[config.mk]
export PLATFORM = sky130hd
export DESIGN_NAME = gpcv_port_share
export DESIGN_NICKNAME = d
export VERILOG_FILES = /design/src/rtl/gpcv_port_share.v
export VERILOG_INCLUDE_DIRS = /design/src /design/src/include
export SDC_FILE = /design/constraint.sdc
export NUM_CORES = 1
export LEC_CHECK = 0
export BUFFER_PORTS_ARGS = -buffer_cell sky130_fd_sc_hd__buf_2
export CORE_MARGIN = 2
export CORE_UTILIZATION = 45
export CTS_BUF_LIST = sky130_fd_sc_hd__clkbuf_16
export DETAILED_ROUTE_END_ITERATION = 10
export GPL_TIMING_DRIVEN = 0
export PLACE_DENSITY = 0.73
export SKIP_LAST_GASP = 1
export SYNTH_ARGS = -nofsm -noshare
export SYNTH_HDL_FRONTEND = slang
export SYNTH_SLANG_ARGS = --single-unit
[constraint.sdc]
create_clock -name ref_clk -period 5.09 [get_ports ref_clk]
set_input_delay 0.509 -clock ref_clk [delete_from_list [all_inputs] [get_ports ref_clk]]
set_output_delay 0.509 -clock ref_clk [all_outputs]
set_load 0.02 [all_outputs]
[src/include/gpcv_map.vh]
// Purpose: Register map and field constants for the port and converter-sharing block.
// Assumes: 8-bit register port, byte offsets as printed.
// Notes: Definitions only.
`ifndef GPCV_MAP_VH
`define GPCV_MAP_VH
`define GPCV_ADDR_CONV_CTRL 8'ha3
`define GPCV_ADDR_P0_DATA 8'hd0
`define GPCV_ADDR_P1_DATA 8'hd1
`define GPCV_ADDR_P3_DATA 8'hd3
`define GPCV_ADDR_P5_DATA 8'hd5
`define GPCV_ADDR_P0_DIR 8'hb8
`define GPCV_ADDR_P1_DIR 8'hc1
`define GPCV_ADDR_P3_DIR 8'hc3
`define GPCV_ADDR_P5_DIR 8'hc5
`define GPCV_ADDR_P0_PULL 8'he0
`define GPCV_ADDR_P1_PULL 8'he1
`define GPCV_ADDR_P3_PULL 8'he3
`define GPCV_ADDR_P5_PULL 8'he5
`define GPCV_MASK_P0 8'h0f
`define GPCV_MASK_P0_OUT 8'h0b
`define GPCV_MASK_P1 8'h7f
`define GPCV_MASK_P3 8'hff
`define GPCV_MASK_P5 8'h3f
`define GPCV_MASK_CONV 8'h87
`define GPCV_MASK_CONV_IN 8'h0f
`define GPCV_MASK_CONV_OUT 8'h20
`define GPCV_BIT_CONV_EN 0
`define GPCV_BIT_CONV_OUT 7
`define GPCV_BIT_P0_INONLY 2
`define GPCV_BIT_P5_OUT 5
`define GPCV_RESET_VAL 8'h00
`endif

[src/rtl/gpcv_port_share.v]
// Purpose: Port 0/1/3/5 data, direction and pull-up logic with converter pin sharing on port 5.
// Assumes: Register port on ref_clk; pins come from outside and are synchronised.
// Notes: Pull-up registers are write-only; direction registers are included so pins can be driven.
// Functional notes
// - Writing one to a pull-up bit enables that pin's pull-up while its direction bit is zero; write-only, reset zero.
// - Port 0 bit 2 is input only, no pull-up; its pull-up bit reads one.
// - Port 0 bit 2 data reads one with external reset option; always read-only.
// - Port 5 bits 0..2 feed converter channel inputs while converter mode is on.
// - Port 5 bit 3 feeds converter feedback clock while converter mode is on.
// - Converter enable switches port 5 bits 0..3 from digital I/O to converter input.
// - Converter output enable makes port 5 bit 5 the converter output pin.
// - Converter control resets output enable, channel selects, enable to zero; bits 6..3 absent.
// - Direction zero makes a pin input; one drives it from the data register.
//
// Chosen here: the address-and-strobe port.
`include "gpcv_map.vh"
`timescale 1ns/1ps
module gpcv_port_share #(
  parameter EXT_RESET_OPTION = 1'b0
) (
  // Clock and reset
  input wire ref_clk,
  input wire rst,
  // Register port
  input wire [7:0] regAddr,
  input wire [7:0] regWrData,
  input wire regWrStb,
  input wire regRdStb,
  output reg [7:0] regRdData,
  // Port pins
  input wire [7:0] port0PinIn,
  output wire [7:0] port0PinOut,
  output wire [7:0] port0PinOe,
  output wire [7:0] port0PullEn,
  input wire [7:0] port1PinIn,
  output wire [7:0] port1PinOut,
  output wire [7:0] port1PinOe,
  output wire [7:0] port1PullEn,
  input wire [7:0] port3PinIn,
  output wire [7:0] port3PinOut,
  output wire [7:0] port3PinOe,
  output wire [7:0] port3PullEn,
  input wire [7:0] port5PinIn,
  output wire [7:0] port5PinOut,
  output wire [7:0] port5PinOe,
  output wire [7:0] port5PullEn,
  // Converter side
  output wire [2:0] convChannelIn,
  output wire convFeedbackClk,
  input wire convOutput,
  output wire convInputEnable,
  output wire [1:0] convChannelSel
);

  reg [7:0] p0Data_r, p1Data_r, p3Data_r, p5Data_r;
  reg [7:0] p0Dir_r, p1Dir_r, p3Dir_r, p5Dir_r;
  reg [7:0] p0Pull_r, p1Pull_r, p3Pull_r, p5Pull_r;
  reg [7:0] convCtrl_r;
  reg [7:0] p0Meta_r, p1Meta_r, p3Meta_r, p5Meta_r;
  reg [7:0] p0Sync_r, p1Sync_r, p3Sync_r, p5Sync_r;
  reg [7:0] rdNxt;

  wire convEn = convCtrl_r[`GPCV_BIT_CONV_EN];
  wire convOutEn = convCtrl_r[`GPCV_BIT_CONV_OUT];

  // Two-stage synchronisers; only the second stage is read
  always @(posedge ref_clk or posedge rst) begin
    if (rst) begin
      p0Meta_r <= `GPCV_RESET_VAL;
      p1Meta_r <= `GPCV_RESET_VAL;
      p3Meta_r <= `GPCV_RESET_VAL;
      p5Meta_r <= `GPCV_RESET_VAL;
      p0Sync_r <= `GPCV_RESET_VAL;
      p1Sync_r <= `GPCV_RESET_VAL;
      p3Sync_r <= `GPCV_RESET_VAL;
      p5Sync_r <= `GPCV_RESET_VAL;
    end else begin
      p0Meta_r <= port0PinIn;
      p1Meta_r <= port1PinIn;
      p3Meta_r <= port3PinIn;
      p5Meta_r <= port5PinIn;
      p0Sync_r <= p0Meta_r;
      p1Sync_r <= p1Meta_r;
      p3Sync_r <= p3Meta_r;
      p5Sync_r <= p5Meta_r;
    end
  end

  // Register writes
  always @(posedge ref_clk or posedge rst) begin
    if (rst) begin
      p0Data_r <= `GPCV_RESET_VAL;
      p1Data_r <= `GPCV_RESET_VAL;
      p3Data_r <= `GPCV_RESET_VAL;
      p5Data_r <= `GPCV_RESET_VAL;
      p0Dir_r <= `GPCV_RESET_VAL;
      p1Dir_r <= `GPCV_RESET_VAL;
      p3Dir_r <= `GPCV_RESET_VAL;
      p5Dir_r <= `GPCV_RESET_VAL;
      p0Pull_r <= `GPCV_RESET_VAL;
      p1Pull_r <= `GPCV_RESET_VAL;
      p3Pull_r <= `GPCV_RESET_VAL;
      p5Pull_r <= `GPCV_RESET_VAL;
      convCtrl_r <= `GPCV_RESET_VAL;
    end else if (regWrStb) begin
      case (regAddr)
        // Bit 2 of port 0 is not storable: read-only data, no pull-up
        `GPCV_ADDR_P0_DATA: p0Data_r <= regWrData & `GPCV_MASK_P0_OUT;
        `GPCV_ADDR_P1_DATA: p1Data_r <= regWrData & `GPCV_MASK_P1;
        `GPCV_ADDR_P3_DATA: p3Data_r <= regWrData & `GPCV_MASK_P3;
        `GPCV_ADDR_P5_DATA: p5Data_r <= regWrData & `GPCV_MASK_P5;
        `GPCV_ADDR_P0_DIR: p0Dir_r <= regWrData & `GPCV_MASK_P0_OUT;
        `GPCV_ADDR_P1_DIR: p1Dir_r <= regWrData & `GPCV_MASK_P1;
        `GPCV_ADDR_P3_DIR: p3Dir_r <= regWrData & `GPCV_MASK_P3;
        `GPCV_ADDR_P5_DIR: p5Dir_r <= regWrData & `GPCV_MASK_P5;
        `GPCV_ADDR_P0_PULL: p0Pull_r <= regWrData & `GPCV_MASK_P0_OUT;
        `GPCV_ADDR_P1_PULL: p1Pull_r <= regWrData & `GPCV_MASK_P1;
        `GPCV_ADDR_P3_PULL: p3Pull_r <= regWrData & `GPCV_MASK_P3;
        `GPCV_ADDR_P5_PULL: p5Pull_r <= regWrData & `GPCV_MASK_P5;
        `GPCV_ADDR_CONV_CTRL: convCtrl_r <= regWrData & `GPCV_MASK_CONV;
        default: ;
      endcase
    end
  end

  // Pins taken by the converter lose digital drive and pull-up
  wire [7:0] p5Taken = (convEn ? `GPCV_MASK_CONV_IN : 8'h00);

  // Input-mode bits read the pin, output-mode bits read the latch; port 5 bits taken by the converter read zero
  wire [7:0] p0Read = ((p0Dir_r & p0Data_r) | (~p0Dir_r & p0Sync_r)) & `GPCV_MASK_P0_OUT;
  wire p02Read = EXT_RESET_OPTION ? 1'b1 : p0Sync_r[`GPCV_BIT_P0_INONLY];
  wire [7:0] p5Read = ((p5Dir_r & p5Data_r & ~p5Taken) | (~(p5Dir_r & ~p5Taken) & p5Sync_r)) &
                      `GPCV_MASK_P5 & ~p5Taken;

  always @* begin
    rdNxt = 8'h00;
    case (regAddr)
      `GPCV_ADDR_P0_DATA: rdNxt = p0Read | {5'h00, p02Read, 2'h0};
      `GPCV_ADDR_P1_DATA: rdNxt = ((p1Dir_r & p1Data_r) | (~p1Dir_r & p1Sync_r)) & `GPCV_MASK_P1;
      `GPCV_ADDR_P3_DATA: rdNxt = (p3Dir_r & p3Data_r) | (~p3Dir_r & p3Sync_r);
      `GPCV_ADDR_P5_DATA: rdNxt = p5Read;
      `GPCV_ADDR_P0_DIR: rdNxt = p0Dir_r;
      `GPCV_ADDR_P1_DIR: rdNxt = p1Dir_r;
      `GPCV_ADDR_P3_DIR: rdNxt = p3Dir_r;
      `GPCV_ADDR_P5_DIR: rdNxt = p5Dir_r;
      // Only the fixed bit of the port 0 pull-up register is visible
      `GPCV_ADDR_P0_PULL: rdNxt = 8'h04;
      `GPCV_ADDR_CONV_CTRL: rdNxt = convCtrl_r;
      default: rdNxt = 8'h00;
    endcase
  end

  always @(posedge ref_clk or posedge rst) begin
    if (rst) begin
      regRdData <= `GPCV_RESET_VAL;
    end else if (regRdStb) begin
      regRdData <= rdNxt;
    end else begin
      regRdData <= `GPCV_RESET_VAL;
    end
  end

  // Pin drive
  assign port0PinOut = p0Data_r;
  assign port0PinOe = p0Dir_r;
  assign port0PullEn = p0Pull_r & ~p0Dir_r;
  assign port1PinOut = p1Data_r;
  assign port1PinOe = p1Dir_r;
  assign port1PullEn = p1Pull_r & ~p1Dir_r;
  assign port3PinOut = p3Data_r;
  assign port3PinOe = p3Dir_r;
  assign port3PullEn = p3Pull_r & ~p3Dir_r;
  // Converter output overrides port 5 bit 5 data and direction
  assign port5PinOut = convOutEn ? ((p5Data_r & ~`GPCV_MASK_CONV_OUT) | {2'h0, convOutput, 5'h00})
                                 : p5Data_r;
  assign port5PinOe = convOutEn ? ((p5Dir_r & ~p5Taken) | `GPCV_MASK_CONV_OUT)
                                : (p5Dir_r & ~p5Taken);
  // Pull-ups are forced off on shared pins as a guard, even though software should clear them
  assign port5PullEn = p5Pull_r & ~p5Dir_r & ~p5Taken &
                       ~(convOutEn ? `GPCV_MASK_CONV_OUT : 8'h00);

  assign convInputEnable = convEn;
  assign convChannelIn = convEn ? p5Sync_r[2:0] : 3'h0;
  assign convFeedbackClk = convEn ? p5Sync_r[3] : 1'b0;
  assign convChannelSel = convCtrl_r[2:1];

endmodule // gpcv_port_share
# After elaboration in Yosys (flattened, before gate mapping)
# Cells that the tools add are included.
# word_totals
ff_bits,134
inputBits,53
output_inout_bits,111
word_cells,86
# classes
eq_ne,13
n_mux,8
bitwise_logic,30
reduce_logical,13
# ops
op,n
== test 8 bit (second input constant),13
case mux 8 bit (10 select lines),1
AND 8 bit,5
AND reduction 2 bit,13
AND 6 x 8 -> 8 bit,3
AND 6 bit,3
two-way mux 6 bit,3
inverter 4 -> 8 bit,2
inverter 6 -> 8 bit,2
AND 7 bit,2
AND 4 bit,2
AND 4 x 8 -> 8 bit,1
AND 7 x 8 -> 8 bit,1
two-way mux 8 bit,1
inverter 7 -> 8 bit,1
inverter 8 bit,1
OR 8 bit,1
OR 7 bit,1
inverter 6 bit,1
OR 5 x 6 -> 6 bit,1
OR 6 bit,1
two-way mux 4 bit,1
OR 4 x 3 -> 4 bit,1
OR 4 bit,1
other kinds (2),2

# Longest topological paths before layout
# Gate-level depths: netlist (run 1).
# logic_depth
depth_word,9
mapped_depth,7
depth_no_buf,5

# Worst setup path before layout (run 1)
# Ideal clock, no wire load.
# synth_timing
kind,input-to-reg
from,in regAddr[2]
to,reg p1Dir_r[0] (netlist: port1PinOe[0])
setup_time_ns,0.125
arrival_ns,1.748
required_time_ns,4.965
slack_ns,3.218
cell_stages,5
path_buffers,2
cell_sequence,buf_2 nor4b_2 buf_2 nand3_1 mux2_2
# synth_via
elab_chain_cells,2
# synth_lines
item,line,rtl
from (decl),gpcv_port_share.v:25,"input wire [7:0] regAddr,"
== test 8 bit,gpcv_port_share.v:106,case (regAddr)
AND reduction 2 bit (no source line),-,
to (signal assigned),gpcv_port_share.v:97,p1Dir_r <= `GPCV_RESET_VAL;
to (signal assigned),gpcv_port_share.v:113,`GPCV_ADDR_P1_DIR: p1Dir_r <= regWrData & `GPCV_MASK_P1;
to (decl),gpcv_port_share.v:56,"reg [7:0] p0Dir_r, p1Dir_r, p3Dir_r, p5Dir_r;"
# No other way between the ends.
# A chain may end at the register's enable or synchronous reset.

# Final worst setup path (run 1)
# layout_timing
from,reg convCtrl_r[0]
to,out convChannelIn[2]
# layout_via
elab_chain_cells,1
# layout_lines
item,line,rtl
from (decl),gpcv_port_share.v:58,reg [7:0] convCtrl_r;
from (signal assigned),gpcv_port_share.v:104,convCtrl_r <= `GPCV_RESET_VAL;
from (signal assigned),gpcv_port_share.v:120,`GPCV_ADDR_CONV_CTRL: convCtrl_r <= regWrData & `GPCV_MASK_CONV;
two-way mux 3 bit,gpcv_port_share.v:183,assign convChannelIn = convEn ? p5Sync_r[2:0] : 3'h0;
to (decl),gpcv_port_share.v:48,"output wire [2:0] convChannelIn,"
# No other way between the ends.

==> out/qor.csv, run 1 <==
metric;value;unit
setup_viol;0;
seq_area;3350;sq um
ios;164;
finalCritPeriodShare;44.7;%
drive_gt1_share;47.1;%
vdd_drop_max;0.202;mV
multi_input_area;2050;sq um
cp.required;4.58;ns
clk_path_buf_depth;2;
numCtsBuffers;17;
synthAdderAreaFrac;0;%
grtUsageTotal;21.9;%
cts_max_level;4;
ys_seq_area_share;59.4;%
clock_sinks;134;
yosys.area_share.simple;10.7;%
cp.arrival;1.77;ns
rows;40;
cp-end-kind;output port;
antenna_found_initial;0;
grt_pass1_vias;3876;
hold_class;in2async;
tightest_slew;0.821;ns
drc_errors;0;
synth_top_area_share;59.4;%
status;finished clean;
syn_inst;426;
final-hold-violation-count;0;
n_antenna_cell;0;
synth_cell_type_count;51;
dpl_cell_area;6620;sq um
fin_util;59.8;%
rsz0062_at_grt;false;
vias;3964;
cp_max_fo;10;
syn_area;5650;sq um
core_area;12100;sq um
synth_seq_cells;134;
grt_max_degree;90;
synth.area.top_cells;dfrtp_1, mux2_2, buf_4, nor2b_1, a21oi_1;
yosysTopAreaCell;dfrtp_1;
die_area;13500;sq um
placed_cells;747;
chipWidth;116;um
yosys_warnings;0;
overflow;0;
hold_buffers;0;
synth_edf_count;0;
gp_congestion;0.867;
power_density;369;nW/um^2
vias_per_cell;5.09;
first_pass_iters;5;
cts-root-buf;clkbuf_16;
slew_viol_final;0;
synth_compound_area_share;6.36;%
drtIter0Drc;214;
nets;651;
ctsResizeCount;0;
fmax;439;MHz
wirelength;14100;um
ant_nets;0;
path_class;reg2out;
skew;0.00625;ns
grt_pass1_wl;21500;um
clk_pin_slew;0.06;ns
port_buffers;129;
yosys.area_share.xor_xnor;0;%
cts_setup_buffers;0;
layoutNonFillerInstCount;779;
start_util;46.6;%
area_growth;28.2;%
stdcell_area;7240;sq um
layout_min_cycle_time;2.28;ns
critPathLaunchType;flop;
cts_tree;done;
cap_violations;0;
dp_hpwl;9830;um
die_h;116;um
worst_skew_pair.late_latency;0.41;ns
p_leak;3.80;nW
synth_top_family_by_area;multiplexers;
relSlewSlack;44.9;%
async_reset_ff_share;100;%
regToRegSetupSlack;3.44;ns
fillCellCount;983;
yosys-mux-area-fraction;17.7;%
wl_per_cell;18.1;um
synth_ff_type;dfrtp_1;
syn-mean-instance-area;13.3;sq um
==> logic make-up after synthesis <==
kind of cell    after synthesis
flops                       134
simple gates                 98
mux                          89
compound gates               51
buf+inv                      53
other cells                   1
==> power breakdown <==
group	internal (mW)	switching, mW	total, mW
Sequential	1.12	0.0328	1.15
Clock	0.854	0.434	1.29
Combinational	0.0948	0.142	0.237
==> stage by stage <==
step | power [mW] | TNS (ns) | setup WS (ns) | hold slack (ns)
global route | 2.77 | 0 | 2.74 | 0.143
global placement | 1.39 | -35.95 | -0.281 | 0.332
detailed placement | 1.40 | 0 | 2.63 | 0.336
floorplan | 1.31 | 0 | 0.998 | 0.331
CTS | 2.69 | 0 | 2.83 | 0.123
finish | 2.67 | 0 | 2.81 | 0.109
==> layout by cell type, fill, tap and decap left out, types with 3 or more instances in the layout <==
cell type / instances
nand2_1: 18
conb_1: 24
clkbuf_16: 17
clkbuf_1: 8
clkinv_1: 4
nor2_1: 6
nand3b_1: 5
clkinv_2: 4
and2_1: 4
bufinv_16: 5
nor3b_1: 5
inv_1: 7
nand3_1: 11
a21o_1: 4
mux2_2: 87
and3b_1: 3
buf_4: 32
nor3_1: 4
nor2b_1: 25
a22oi_1: 5
dfrtp_1: 134
a21oi_1: 14
o21ai_0: 10
buf_2: 134
==> cells in the mapped netlist, drive strengths merged (3+ instances only) <==
master / instances
o21ai: 10
dfrtp: 134
a21oi: 14
nor2b: 25
nor3: 4
buf: 39
and2: 4
nor2: 7
inv: 6
nand2: 19
a21o: 4
nand3b: 5
nand3: 12
mux2: 87
a22oi: 5
clkbuf: 8
nor3b: 5
and3b: 3
==> worst max-delay path, stage by stage (launching register included) <==
cell and delay (ns):
dfrtp_1 0.53, clkbuf_1 0.44, and2_1 0.21, buf_2 0.17
==> final timing paths <==
| path | startpoint | end | depth (start not counted) |
|---|---|---|---|
| setup / recovery | convCtrl_r[0] | convChannelIn[2] | 3 |
| hold / removal | rst | p5Meta_r[0] | 2 |
| setup reg to reg | port1PinOe[1] | regRdData[1] | 4 |
| hold reg to reg | p3Meta_r[2] | p3Sync_r[2] | 0 |
| max in group asynchronous | rst | p3Pull_r[6] | 3 |
| min in group ref_clk | port1PinIn[2] | p1Meta_r[2] | 1 |
==> state kept, by name (all words and copies together), names as in the netlist, 7 cells and up <==
name / count
port1PinOe: 7
p1Pull_r: 7
p3Meta_r: 8
p1Sync_r: 7
p1Meta_r: 7
port3PinOe: 8
port3PinOut: 8
p3Pull_r: 8
p3Sync_r: 8
port1PinOut: 7
regRdData: 8
==> routing by layer <==
metal / vias up / track usage [%] / routed length (um)
li1: 1805 / - / -
met1: 1992 / 29.0 / 5990
met2: 147 / 35.0 / 7040
met3: 20 / 4.92 / 798
met4: 0 / 8.97 / 238
met5: - / 0 / 0
==> cell type report <==
| cell class | count | area share (%) |
|---|---|---|
| Clock inverter | 15 | 2.66 |
| Tap cell | 168 | 2.90 |
| Buffer | 47 | 4.18 |
| Sequential cell | 134 | 46.3 |
| Timing Repair Buffer | 130 | 9.30 |
| Inverter | 6 | 0.380 |
| Clock buffer | 17 | 5.88 |
| Multi-Input combinational cell | 262 | 28.4 |
(Power assumes the default switching activity.)
==> run 2: changes to the inputs <==
==> constraint.sdc (replaced) <==
create_clock -name ref_clk -period 2.3 [get_ports ref_clk]
set_input_delay 0.23 -clock ref_clk [delete_from_list [all_inputs] [get_ports ref_clk]]
set_output_delay 0.23 -clock ref_clk [all_outputs]
set_load 0.02 [all_outputs]
==> run 2 against run 1 <==
Hold slack lost 0.018 ns. Setup slack lost 2.6 ns. Critical path depth is the same. Combinational power grew 140%. First-iteration DRC count grew 45%. Global-route usage grew 0.54 points. Die area is the same. Sequential share of layout area shrank 1.8 points. Total power grew 120%. Utilization grew 2.4 points. Cell area grew 4.0%.
==> out/qor.csv, run 2 (synthesis results as in run 1) <==
metric;value;unit
path_class;reg2out;
hold_buffers;26;
antenna_found_initial;1;
setup_viol;0;
ctsResizeCount;0;
wl_met3;1100;um
swShare;23.8;%
net-switching-power;1.41;mW
rows;40;
cts_setup_buffers;0;
layout_min_cycle_time;2.10;ns
first_pass_iters;5;
cp_max_fo;10;
internal-power;4.51;mW
cp.required;2.07;ns
cp.arrival;1.87;ns
numCtsBuffers;17;
gp_congestion;0.880;
tightest_slew;0.765;ns
cp_slowest_cell;dfrtp_1;
rsz0062_at_grt;false;
vdd_drop_max;0.552;mV
placed_cells;749;
area_growth;33.3;%
finalPower;5.92;mW
wirelength;14600;um
cts_tree;done;
m1WireLength;5890;um
ant_nets;0;
cap_violations;0;
nets;679;
finalCritPeriodShare;91.3;%
die_area;13500;sq um
mostFrequentLayoutCells;buf_2, dfrtp_1, mux2_2, buf_4, dlygate4sd3_1;
wl_met2;7280;um
pwr-share-clk;47.5;%
worst_skew_pair.late_latency;0.41;ns
port_buffers;129;
clock_sinks;134;
overflow;0;
fin_ws;0.200;ns
grt_pass1_wl;22000;um
vias;4130;
cp_cell_sequence;clkbuf_1 > and2_1 > buf_2;
critPathBufInv;2;
combinationalPowerShare;9.6;%
dp_hpwl;10100;um
drive_gt1_share;45.9;%
stdcell_area;7530;sq um
critPathLaunchType;flop;
cts-root-buf;clkbuf_16;
path_delay_family;buffers and inverters;
pre_cts_slack;0.159;ns
cts_max_level;4;
ios;164;
slew_viol_final;0;
final-hold-violation-count;0;
core_area;12100;sq um
skew;0.00523;ns
vias_per_cell;5.11;
layoutNonFillerInstCount;808;
chipWidth;116;um
power_density;786;nW/um^2
grt_max_degree;40;
p_leak;3.90;nW
fmax;476;MHz
dpl_cell_area;6650;sq um
hold_class;in2reg;
status;finished clean;
drc_errors;0;
grt_pass1_vias;4044;
cp_slowest_stage_delay;0.56;ns
relSlewSlack;48.6;%
clk_path_buf_depth;2;
grtUsageTotal;22.4;%
power_frac_seq;43.0;%
cp-end-kind;output port;
dr.max_layer_used;met4;
wl_per_cell;18.1;um
die_h;116;um
drtIter0Drc;310;
clk_pin_slew;0.06;ns
start_util;46.6;%
## run 2: changes by cell type in the layout (fill, tap and decap cells not counted), moves of 2 or more
cell           delta
buf_12            +3
clkinv_1          -2
clkinv_2          -2
clkinvlp_4        +6
dlygate4sd3_1    +26
## run 2: path summary, 6_finish.rpt
kind                               startpoint  depth (start not counted)  slack, ns               end
worst min-delay path             regWrData[3]                          2       0.09       p3Pull_r[3]
min in group asynchronous                 rst                          3       0.43       p1Meta_r[1]
max in group asynchronous                 rst                          5       1.04       p3Pull_r[4]
worst max-delay path            convCtrl_r[0]                          3       0.20  convChannelIn[2]
worst max register to register  port1PinOe[1]                          4       0.66      regRdData[1]
worst min register to register    p0Meta_r[1]                          0       0.35       p0Sync_r[1]
## run 2: cell type report
type / count / area, sq um
diodes: 1 / 2.50
plain buffers: 47 / 303
flip-flops and latches: 134 / 3350
well taps: 168 / 210
repair buffers: 158 / 966
clock buffers: 17 / 425
inverters: 6 / 26.3
multi-input cells: 262 / 2050
fillers: 967 / 4580
clock inverters: 15 / 188
## run 2: power by group through the flow
stage,Combinational [mW],Sequential [mW],Clock [mW]
4_1_cts,0.569,2.54,2.83
3_3_place_gp,0.508,2.57,0
5_1_grt,0.613,2.55,2.95
2_1_floorplan,0.308,2.60,0
3_5_place_dp,0.530,2.58,0
6_report,0.566,2.54,2.81
## run 2: worst reg2reg max path: stages, from the launching register on
cell	delay, ns
dfrtp_1	0.46
mux2_2	0.31
a32o_1	0.27
a22oi_1	0.28
a41oi_1	0.16
## run 2: metal layers
metal / vias to the layer above / track usage [%]
li1: 1862 / -
met1: 2049 / 28.5
met2: 187 / 36.8
met5: - / 0
met3: 32 / 6.17
met4: 0 / 8.49
## run 2: through the flow
step	TNS [ns]	hold WS, ns	utilization, %
global placement	-45.31	0.333	54.4
CTS	0	0.0826	62.1
finish	0	0.0914	62.1
global route	0	0.0993	62.1
floorplan	0	0.261	-
detailed placement	0	0.331	54.9
==> run 3: changes to the inputs <==
==> constraint.sdc (replaced) <==
create_clock -name ref_clk -period 2.3 [get_ports ref_clk]
set_input_delay 0.345 -clock ref_clk [delete_from_list [all_inputs] [get_ports ref_clk]]
set_output_delay 0.345 -clock ref_clk [all_outputs]
set_load 0.02 [all_outputs]
==> run 3 against run 2 <==
The flow now finishes with violations (hold timing). Critical path type unchanged. Critical path depth stayed put. Via count fell by 3.7%. Setup slack got worse by 0.088 ns. Hold slack got worse by 0.096 ns. Cell area fell by 3.5%. Clock-buffer cell count unchanged. Sequential power about the same. Final cell count down 3.2%. Utilization down 2.1 points. Global-route usage fell by 0.35 points. Sequential share of layout area up 1.6 points.
==> out/qor.csv, run 3 (synthesis results as in run 1) <==
metric;value;unit
finalPower;5.87;mW
hold_ws;-0.00480;ns
combinationalPowerShare;9.1;%
finalSetupTns;0;ns
die_area;13500;sq um
cap_violations;0;
setup_viol;0;
overflow;0;
grt_pass1_wl;21600;um
placed_cells;749;
drc_errors;0;
skew;0.00620;ns
crit_end;convChannelIn[2];
grtUsageTotal;22.1;%
area_growth;28.7;%
dp_hpwl;10100;um
cp-end-kind;output port;
cts-root-buf;clkbuf_16;
cts_setup_buffers;0;
ios;164;
path_class;reg2out;
grt_pass1_vias;3907;
ant_nets;0;
cts_tree;done;
rows;40;
swShare;23.7;%
internal-power;4.48;mW
hold_class;in2async;
drtIter0Drc;278;
status;finished, violations left;
worst_skew_pair.late_latency;0.41;ns
gp_congestion;0.880;
port_buffers;129;
multi_input_area;2050;sq um
pwr-share-clk;47.7;%
first_pass_iters;4;
tightest_slew;0.790;ns
wirelength;14400;um
mostFrequentLayoutCells;buf_2, dfrtp_1, mux2_2, buf_4, nor2b_1;
chipWidth;116;um
vias;3978;
p_leak;3.79;nW
clk_path_buf_depth;2;
relSlewSlack;46.9;%
vias_per_cell;5.09;
net-switching-power;1.39;mW
hold_buffers;0;
clk_pin_slew;0.06;ns
layout_min_cycle_time;2.19;ns
fin_util;60.0;%
die_h;116;um
violations;hold timing;
ctsResizeCount;0;
numCtsBuffers;17;
critPathLaunchType;flop;
cp.arrival;1.84;ns
fmax;457;MHz
seq_area;3350;sq um
cp_max_fo;10;
timing.rr.start;port1PinOe[1];
layoutNonFillerInstCount;782;
cp_cell_sequence;clkbuf_1 > and2_1 > buf_2;
grt_max_degree;40;
drive_gt1_share;47.8;%
cp_slowest_cell;dfrtp_1;
finalCritPeriodShare;95.1;%
wl_per_cell;18.4;um
start_util;46.6;%
cts_max_level;4;
core_area;12100;sq um
fillCellCount;990;
ff2ff_path_depth;4;
final-hold-violation-count;7;
power_frac_seq;43.3;%
regToRegSetupSlack;0.66;ns
vdd_drop_max;0.545;mV
rsz0062_at_grt;false;
clock_sinks;134;
cp.required;1.96;ns
power_density;808;nW/um^2
nets;653;
cp_slowest_stage_delay;0.56;ns
antenna_found_initial;1;
startpoint;convCtrl_r[0];
r2r-end;regRdData[1];
slew_viol_final;0;
==> run 3: cell types whose count changed in the layout (fill, tap and decap cells not counted), sizes merged <==
| cell | change |
|---|---|
| dlygate4sd3 | -26 |
==> run 3: worst min-delay path by stage <==
stage / start / endpoint / depth (start not counted)
6_report: rst / p1Meta_r[1] / 2
5_1_grt: port0PinIn[2] / p0Meta_r[2] / 1
4_1_cts: rst / p1Meta_r[1] / 2
3_5_place_dp: p3Meta_r[7] / p3Sync_r[7] / 0
3_3_place_gp: p5Meta_r[1] / p5Sync_r[1] / 0
2_1_floorplan: p0Meta_r[0] / p0Sync_r[0] / 0
==> run 3: power groups by stage <==
stage          combinational, mW  clock [mW]  sequential, mW
3_5_place_dp               0.530           0            2.58
2_1_floorplan              0.308           0            2.60
5_1_grt                    0.576        2.95            2.55
4_1_cts                    0.535        2.83            2.54
3_3_place_gp               0.508           0            2.57
6_report                   0.532        2.80            2.54
==> run 3: per-layer routing <==
layer	share of wire, %	vias to the layer above	global-route usage [%]
li1	-	1816	-
met1	40	1969	28.2
met2	50	172	36.1
met3	8.1	21	6.12
met4	1.7	0	8.10
met5	0	-	0
==> run 3: cell type report <==
type                            instances  area share, %
Antenna cell                            1         0.0344
Buffer                                 47           4.17
Clock buffer                           17           5.85
Clock inverter                         15           2.58
Inverter                                6          0.362
Multi-Input combinational cell        262           28.3
Sequential cell                       134           46.1
Tap cell                              168           2.89
Timing Repair Buffer                  132           9.71
==> run 3: metrics by stage <==
stage          instance area (sq um)  setup slack (ns)
2_1_floorplan                   5740             0.290
3_3_place_gp                    6590            -0.466
3_5_place_dp                    6650            0.0441
4_1_cts                         7260             0.153
5_1_grt                         7270            0.0517
6_report                        7270             0.112
==> run 3: worst max-delay path, delay by kind of cell, from the launching register on <==
family        cells  cell delay [ns]
buf+inv           2             0.63
flops             1             0.56
simple gates      1             0.24
